### config.mk
export PLATFORM = sky130hd
export DESIGN_NAME = tws_slave_rx
export DESIGN_NICKNAME = d
export VERILOG_FILES = /design/src/verilog/tws_pkg.sv /design/src/verilog/tws_pin_sync.sv /design/src/verilog/tws_wb_port.sv /design/src/verilog/tws_slave_rx.sv
export SDC_FILE = /design/constraint.sdc
export NUM_CORES = 1
export LEC_CHECK = 0
export ABC_AREA = 1
export BUFFER_PORTS_ARGS = -buffer_cell sky130_fd_sc_hd__buf_2
export CORE_UTILIZATION = 52
export DETAILED_ROUTE_END_ITERATION = 10
export PLACE_DENSITY = 0.85
export SKIP_CTS_REPAIR_TIMING = 1
export SYNTH_ARGS = -nofsm -noshare
export SYNTH_HDL_FRONTEND = slang
export SYNTH_SLANG_ARGS = --single-unit
### constraint.sdc
create_clock -name clk_sys -period 2.2 [get_ports clk_sys]
set_clock_uncertainty 0.1 [all_clocks]
set_input_delay 0.44 -clock clk_sys [delete_from_list [all_inputs] [get_ports clk_sys]]
set_output_delay 0.44 -clock clk_sys [all_outputs]
set_load 0.03 [all_outputs]
### src/verilog/tws_pkg.sv
// Constants, register map and types of the two-wire slave receiver
package tws_pkg;
  // Register byte offsets on the Wishbone port
  localparam logic [3:0] OFS_OWN_ADDR = 4'h0;
  localparam logic [3:0] OFS_CONTROL = 4'h4;
  localparam logic [3:0] OFS_STATUS = 4'h8;
  localparam logic [3:0] OFS_DATA = 4'hC;
  // Control register bit positions
  localparam int CTL_FLAG = 7;
  localparam int CTL_ACK_EN = 6;
  localparam int CTL_START = 5;
  localparam int CTL_STOP = 4;
  localparam int CTL_WCOL = 3;
  localparam int CTL_IF_EN = 2;
  localparam int CTL_IRQ_EN = 0;
  // Own address register fields
  localparam int OSA_GC_EN = 0;
  // Reset values, general call address and bits per byte
  localparam logic [7:0] OSA_RST = 8'hFE;
  localparam logic [7:0] STATUS_RST = 8'hF8;
  localparam logic [7:0] GC_ADDR = 8'h00;
  localparam logic [3:0] BITS_PER_BYTE = 4'h8;
  // Status codes, low three bits read as zero
  localparam logic [7:0] SC_OWN_W = 8'h60;
  localparam logic [7:0] SC_ARB_OWN_W = 8'h68;
  localparam logic [7:0] SC_GC = 8'h70;
  localparam logic [7:0] SC_ARB_GC = 8'h78;
  localparam logic [7:0] SC_DATA_ACK = 8'h80;
  localparam logic [7:0] SC_DATA_NACK = 8'h88;
  localparam logic [7:0] SC_GC_ACK = 8'h90;
  localparam logic [7:0] SC_GC_NACK = 8'h98;

  typedef enum logic [2:0] {
    ST_IDLE, ST_ADDR, ST_AACK, ST_DATA, ST_DACK, ST_HOLD
  } tws_state_t;
endpackage

### src/verilog/tws_pin_sync.sv
// Three-stage pin synchroniser; a change counts once stages two and three agree
module tws_pin_sync (
  input wire logic clk_sys,
  input wire logic rst_n,
  input wire logic [1:0] pinIn,
  output logic [1:0] pinOut
);
  typedef struct packed {
    logic [1:0] s1;
    logic [1:0] s2;
    logic [1:0] s3;
    logic [1:0] level;
  } tws_sync_t;

  tws_sync_t r;
  tws_sync_t next_r;

  always_comb begin
    next_r = r;
    next_r.s1 = pinIn;
    next_r.s2 = r.s1;
    next_r.s3 = r.s2;
    for (int i = 0; i < 2; i++) begin
      if (r.s2[i] == r.s3[i]) begin
        next_r.level[i] = r.s3[i];
      end
    end
  end

  always_ff @(posedge clk_sys) begin
    if (!rst_n) begin
      r <= '1;
    end else begin
      r <= next_r;
    end
  end

  assign pinOut = r.level;
endmodule // tws_pin_sync

### src/verilog/tws_wb_port.sv
// Classic Wishbone slave port: one wait state, registered ack and read data
module tws_wb_port (
  input wire logic clk_sys,
  input wire logic rst_n,
  input wire logic wb_cyc_i,
  input wire logic wb_stb_i,
  input wire logic wb_we_i,
  input wire logic [31:0] rdWord,
  output logic wb_ack_o,
  output logic [31:0] wb_dat_o,
  output logic wrEn
);
  typedef struct packed {
    logic ack;
    logic [31:0] dat;
  } tws_wb_t;

  tws_wb_t r;
  tws_wb_t next_r;

  always_comb begin
    next_r = r;
    next_r.ack = wb_cyc_i && wb_stb_i && !r.ack;
    if (wb_cyc_i && wb_stb_i && !r.ack) begin
      next_r.dat = rdWord;
    end
  end

  always_ff @(posedge clk_sys) begin
    if (!rst_n) begin
      r <= '0;
    end else begin
      r <= next_r;
    end
  end

  assign wb_ack_o = r.ack;
  assign wb_dat_o = r.dat;
  assign wrEn = wb_cyc_i && wb_stb_i && wb_we_i && r.ack;
endmodule // tws_wb_port

### src/verilog/tws_slave_rx.sv
// Two-wire slave receiver with Wishbone registers and sleep wake-up
//
// The implementer's own choices: the Wishbone register port and the register offsets.
module tws_slave_rx (
  input wire logic clk_sys,
  input wire logic rst_n,
  input wire logic wb_cyc_i,
  input wire logic wb_stb_i,
  input wire logic wb_we_i,
  input wire logic [3:0] wb_adr_i,
  input wire logic [3:0] wb_sel_i,
  input wire logic [31:0] wb_dat_i,
  output logic [31:0] wb_dat_o,
  output logic wb_ack_o,
  input wire logic sclIn,
  output logic sclOut,
  output logic sclOe,
  input wire logic sdaIn,
  output logic sdaOut,
  output logic sdaOe,
  input wire logic sleepMode,
  input wire logic arbLost,
  output logic wakeRequest,
  output logic slaveTransmitSel,
  output logic startPending
);
  typedef struct packed {
    tws_pkg::tws_state_t state;
    logic [7:0] shift;
    logic [3:0] bitCnt;
    logic sclPrev;
    logic sdaPrev;
    logic busFree;
    logic isGc;
    logic ackBit;
    logic nackd;
    logic sdaDrv;
    logic wake;
    logic stSel;
    logic flag;
    logic ackEn;
    logic startReq;
    logic stopReq;
    logic wcol;
    logic ifEn;
    logic irqEn;
    logic [7:0] osa;
    logic [7:0] status;
    logic [7:0] dataReg;
  } tws_regs_t;

  tws_regs_t r;
  tws_regs_t next_r;
  logic [1:0] pins;
  logic scl;
  logic sda;
  logic wrEn;
  logic lowLane;
  logic [31:0] rdWord;
  logic [7:0] ctrlByte;
  logic sclRise;
  logic sclFall;
  logic startCond;
  logic stopCond;
  logic flagClr;
  logic ownHit;
  logic gcHit;

  tws_pin_sync u_sync (
    .clk_sys(clk_sys),
    .rst_n(rst_n),
    .pinIn({sclIn, sdaIn}),
    .pinOut(pins)
  );

  tws_wb_port u_wb (
    .clk_sys(clk_sys),
    .rst_n(rst_n),
    .wb_cyc_i(wb_cyc_i),
    .wb_stb_i(wb_stb_i),
    .wb_we_i(wb_we_i),
    .rdWord(rdWord),
    .wb_ack_o(wb_ack_o),
    .wb_dat_o(wb_dat_o),
    .wrEn(wrEn)
  );

  assign scl = pins[1];
  assign sda = pins[0];
  assign lowLane = wb_sel_i[0];
  assign ctrlByte = {r.flag, r.ackEn, r.startReq, r.stopReq, r.wcol,
                     r.ifEn, 1'b0, r.irqEn};
  assign sclRise = scl && !r.sclPrev;
  assign sclFall = !scl && r.sclPrev;
  assign startCond = scl && r.sclPrev && r.sdaPrev && !sda;
  assign stopCond = scl && r.sclPrev && !r.sdaPrev && sda;
  // Address compare on the received byte
  assign ownHit = r.shift[7:1] == r.osa[7:1];
  assign gcHit = (r.shift == tws_pkg::GC_ADDR) && r.osa[tws_pkg::OSA_GC_EN];

  // Register read mux
  always_comb begin
    rdWord = '0;
    if (wb_adr_i == tws_pkg::OFS_OWN_ADDR) begin
      rdWord[7:0] = r.osa;
    end else if (wb_adr_i == tws_pkg::OFS_CONTROL) begin
      rdWord[7:0] = ctrlByte;
    end else if (wb_adr_i == tws_pkg::OFS_STATUS) begin
      rdWord[7:0] = r.status;
    end else if (wb_adr_i == tws_pkg::OFS_DATA) begin
      rdWord[7:0] = r.dataReg;
    end
  end

  always_comb begin
    next_r = r;
    flagClr = 1'b0;
    next_r.sclPrev = scl;
    next_r.sdaPrev = sda;
    next_r.stSel = 1'b0;
    if (startCond) begin
      next_r.busFree = 1'b0;
    end else if (stopCond) begin
      next_r.busFree = 1'b1;
    end
    // Register writes
    if (wrEn && lowLane) begin
      if (wb_adr_i == tws_pkg::OFS_OWN_ADDR) begin
        next_r.osa = wb_dat_i[7:0];
      end else if (wb_adr_i == tws_pkg::OFS_CONTROL) begin
        flagClr = wb_dat_i[tws_pkg::CTL_FLAG];
        next_r.ackEn = wb_dat_i[tws_pkg::CTL_ACK_EN];
        next_r.startReq = wb_dat_i[tws_pkg::CTL_START];
        next_r.stopReq = wb_dat_i[tws_pkg::CTL_STOP];
        next_r.wcol = wb_dat_i[tws_pkg::CTL_WCOL];
        next_r.ifEn = wb_dat_i[tws_pkg::CTL_IF_EN];
        next_r.irqEn = wb_dat_i[tws_pkg::CTL_IRQ_EN];
      end else if (wb_adr_i == tws_pkg::OFS_DATA) begin
        next_r.wcol = r.wcol || !r.flag;
      end
    end
    if (flagClr) begin
      next_r.flag = 1'b0;
      next_r.wake = 1'b0;
    end
    if (r.startReq && r.busFree && r.state == tws_pkg::ST_IDLE) begin
      next_r.startReq = 1'b0;
    end
    // Bus state machine; a set of the flag below wins over the clear
    if (!r.ifEn) begin
      next_r.state = tws_pkg::ST_IDLE;
      next_r.sdaDrv = 1'b0;
    end else if (startCond) begin
      next_r.state = tws_pkg::ST_ADDR;
      next_r.bitCnt = '0;
      next_r.sdaDrv = 1'b0;
    end else if (stopCond && r.state != tws_pkg::ST_HOLD) begin
      next_r.state = tws_pkg::ST_IDLE;
      next_r.sdaDrv = 1'b0;
    end else begin
      case (r.state)
        tws_pkg::ST_ADDR, tws_pkg::ST_DATA: begin
          if (sclRise) begin
            next_r.shift = {r.shift[6:0], sda};
            next_r.bitCnt = r.bitCnt + 4'h1;
          end else if (sclFall && r.bitCnt == tws_pkg::BITS_PER_BYTE) begin
            if (r.state == tws_pkg::ST_DATA) begin
              next_r.ackBit = r.ackEn;
              next_r.sdaDrv = r.ackEn;
              if (!sleepMode) begin
                next_r.dataReg = r.shift;
              end
              next_r.state = tws_pkg::ST_DACK;
            end else if (r.ackEn && ownHit && r.shift[0]) begin
              next_r.stSel = 1'b1;
              next_r.state = tws_pkg::ST_IDLE;
            end else if (r.ackEn && ((ownHit && !r.shift[0]) || gcHit)) begin
              next_r.isGc = gcHit && !(ownHit && !r.shift[0]);
              next_r.sdaDrv = 1'b1;
              next_r.state = tws_pkg::ST_AACK;
            end else begin
              next_r.state = tws_pkg::ST_IDLE;
            end
          end
        end
        tws_pkg::ST_AACK: begin
          if (sclFall) begin
            next_r.sdaDrv = 1'b0;
            next_r.flag = 1'b1;
            next_r.nackd = 1'b0;
            next_r.wake = sleepMode;
            next_r.state = tws_pkg::ST_HOLD;
            if (r.isGc) begin
              next_r.status = arbLost ? tws_pkg::SC_ARB_GC : tws_pkg::SC_GC;
            end else begin
              next_r.status = arbLost ? tws_pkg::SC_ARB_OWN_W
                                      : tws_pkg::SC_OWN_W;
            end
          end
        end
        tws_pkg::ST_DACK: begin
          if (sclFall) begin
            next_r.sdaDrv = 1'b0;
            next_r.flag = 1'b1;
            next_r.nackd = !r.ackBit;
            next_r.state = tws_pkg::ST_HOLD;
            if (r.isGc) begin
              next_r.status = r.ackBit ? tws_pkg::SC_GC_ACK
                                       : tws_pkg::SC_GC_NACK;
            end else begin
              next_r.status = r.ackBit ? tws_pkg::SC_DATA_ACK
                                       : tws_pkg::SC_DATA_NACK;
            end
          end
        end
        tws_pkg::ST_HOLD: begin
          if (flagClr) begin
            next_r.bitCnt = '0;
            next_r.state = r.nackd ? tws_pkg::ST_IDLE : tws_pkg::ST_DATA;
          end
        end
        default: begin
          next_r.sdaDrv = 1'b0;
        end
      endcase
    end
  end

  always_ff @(posedge clk_sys) begin
    if (!rst_n) begin
      r <= '0;
      r.osa <= tws_pkg::OSA_RST;
      r.status <= tws_pkg::STATUS_RST;
      r.sclPrev <= 1'b1;
      r.sdaPrev <= 1'b1;
      r.busFree <= 1'b1;
    end else begin
      r <= next_r;
    end
  end

  assign sclOut = 1'b0;
  assign sdaOut = 1'b0;
  assign sclOe = r.state == tws_pkg::ST_HOLD && r.flag;
  assign sdaOe = r.sdaDrv;
  assign wakeRequest = r.wake;
  assign slaveTransmitSel = r.stSel;
  assign startPending = r.startReq && r.busFree;
endmodule // tws_slave_rx

==> reports/results.txt <==
Clock Pin Slew Worst Setup and Hold Paths: 0.07 ns
core box area: 0.00596 sq mm
CP Max Fanout: 8
DP Wirelength: 5430 um
Crit-path slowest cell: dfxtp_1
Final Hold Vio Count: 0
Skew-Pair Late Insertion Delay: 0.35 ns
# port buffers: 35
TritonCTS buffer count: 9
FF+latch count, synth: 68
Cell Rows: 28
VDD IR max: 0.420 mV
Diodes inserted: 0
Layout Cells excl Fill: 562
Hold/Removal Path Class: in -> reg
largest net degree at the start of global routing: 43
crit path cell chain: inv_1 -> nand3_2 -> nor2_1 -> buf_2
drt drc: 0
Die Ht: 80.8 um
Post-layout nets: 533
pwr dens: 709 mW/mm^2
Final min period: 1.98 ns
relative slew slack: 63.5%
Pleak: 1.66 nW
Area Overhead vs Synth: 12.8%
DIE AREA: 0.00653 sq mm
Sink Count: 68
DRT iter0 DRCs: 248
unrepaired setup endpoints after global routing: no
initial antenna violation count: 0
final number of setup-violating endpoints: 0
Mapped Cells: 438
total global-route track usage: 25.4%
period utilization: 89.9%
worst path required time: 1.66 ns
Die W: 80.8 um
WHS: 0.170 ns
Ys Warns: 0
vias in the first global route: 2813
Cell Area, Placed: 0.00342 sq mm
Yosys top cell area share: 42.1%
ANT nets after route: 0
WL/cell: 13.6 um
DR vias: 3026
Max Slew Vio Count: 0
top cells by area, synth: dfxtp_1 42%, nand2_1 9.6%, nor2_1 6.3%
number of distinct library cells after synthesis: 39
Crit. End Element: output pin
clk root buf: clkbuf_8
Pre-antenna DRT Iters: 5
most frequent cells in the layout: 83 x nand2_1, 68 x dfxtp_1, 54 x nor2_1
critical setup path kind: reg -> out
total power: 2.58 mW
cell area after synthesis: 0.00323 sq mm
first-pass GRT wire length: 12600 um
max_cap viols: 0
Fmax: 506 MHz
grt total ovfl: 0
Syn Area/Cell: 7.38 sq um
largest area contributor in the netlist: dfxtp_1
CP startpoint kind: flop
crit path buf inv count: 2
Worst Path Arrival: 1.44 ns
DR vias/cell: 5.38
pin slew with the least headroom to its limit: 0.544 ns
CTS Buffer Depth: 2
Fill cells: 518
setup TNS: 0 ns
H-tree Lvls: 3
DRT Wirelength: 7640 um
IO Pins: 89
Placed Cells: 546
final instance area: 0.00365 sq mm
CP delay by family, top: flip-flops
worst stage delay on the critical path: 0.39 ns
sequential-to-total area share from yosys stat: 42.1%
Starting Density: 54.3%
fraction of layout instances using a drive strength above 1: 17.5%
GP Congestion: 0.960
TritonCTS clock tree: done
status: finished clean
leading cell type in the layout, fill and taps excluded: nand2_1
==> final timing paths <==
| kind | startpoint | to | slack, ns | cells after the start |
|---|---|---|---|---|
| max | r[53] | sclOe | 0.22 | 4 |
| min reg2reg | u_sync.next_r[5] | u_sync.next_r[3] | 0.32 | 1 |
| min | sclIn | u_sync.next_r[5] | 0.17 | 2 |
| max reg2reg | r[53] | r[36] | 0.34 | 8 |
==> area by class of cell <==
cell class	count	area (sq um)	share of cell area (%)
multi-input cells	312	1550	42.4
clock inverters	6	87.6	2.40
flip-flops and latches	68	1360	37.3
repair buffers	44	243	6.66
clock buffers	10	138	3.77
well taps	75	93.8	2.57
inverters	47	178	4.87
==> power by group <==
part	internal (mW)	switching, mW
clock	0.669	0.488
combinational	0.0406	0.136
sequential	1.24	0.00684
total	1.95	0.631
==> registers in the layout, summed over array words and instances, names as in the netlist <==
signal            cells
r                    41
u_wb.wb_dat_o         8
ctrlByte              7
u_sync.next_r         4
u_sync.pinOut         2
u_sync.r              2
sdaOe                 1
slaveTransmitSel      1
u_wb.wb_ack_o         1
wakeRequest           1
==> synth_stat cells, drive strengths merged <==
master / n
and3: 1
nand3: 18
conb: 1
a41oi: 2
clkbuf: 7
nor4: 4
nor3: 7
dfxtp: 68
o21ai: 39
o22ai: 1
o221a: 1
nand2: 87
a221oi: 5
ha: 2
nand4: 5
inv: 45
xnor2: 4
a31o: 1
xor2: 1
a211oi: 6
o211ai: 5
a31oi: 7
buf: 29
clkinv: 2
a21oi: 29
nor2: 55
or2: 6
==> metal layers <==
metal | vias to the layer above | part of all wire, % | track usage, % | wire (um)
met2 | 112 | 48 | 41.0 | 3690
li1 | 1488 | - | - | -
met4 | 0 | 2.0 | 12.7 | 150
met1 | 1406 | 43 | 30.1 | 3310
met5 | - | 0 | 0 | 0
met3 | 20 | 6.3 | 8.43 | 480
==> worst reg2reg max path, cell delays in order, from the launching register on <==
cell and delay, ns:
dfxtp_1 0.48, inv_1 0.17, nand3_2 0.18, inv_2 0.09, nor2_1 0.31, nor3_2 0.13, nand3_1 0.10, nand2_1 0.06
and3_1 0.15
==> metrics by stage <==
step                setup slack, ns  util (%)
floorplan                     0.489         -
global placement              0.306      57.4
detailed placement            0.296      57.4
CTS                           0.232      61.2
global route                  0.149      61.2
finish                        0.222      61.2
==> logic make-up after synthesis <==
logic type      count (synthesis)  synth area share [%]
simple gates                  183                  24.9
fa+ha+maj                       2                 0.774
buf+inv                        83                  13.0
flops                          68                  42.1
compound gates                 96                  17.7
xor+xnor                        5                  1.35
other cells                     1                 0.116
Note: power is estimated with default switching activity, not from simulation.
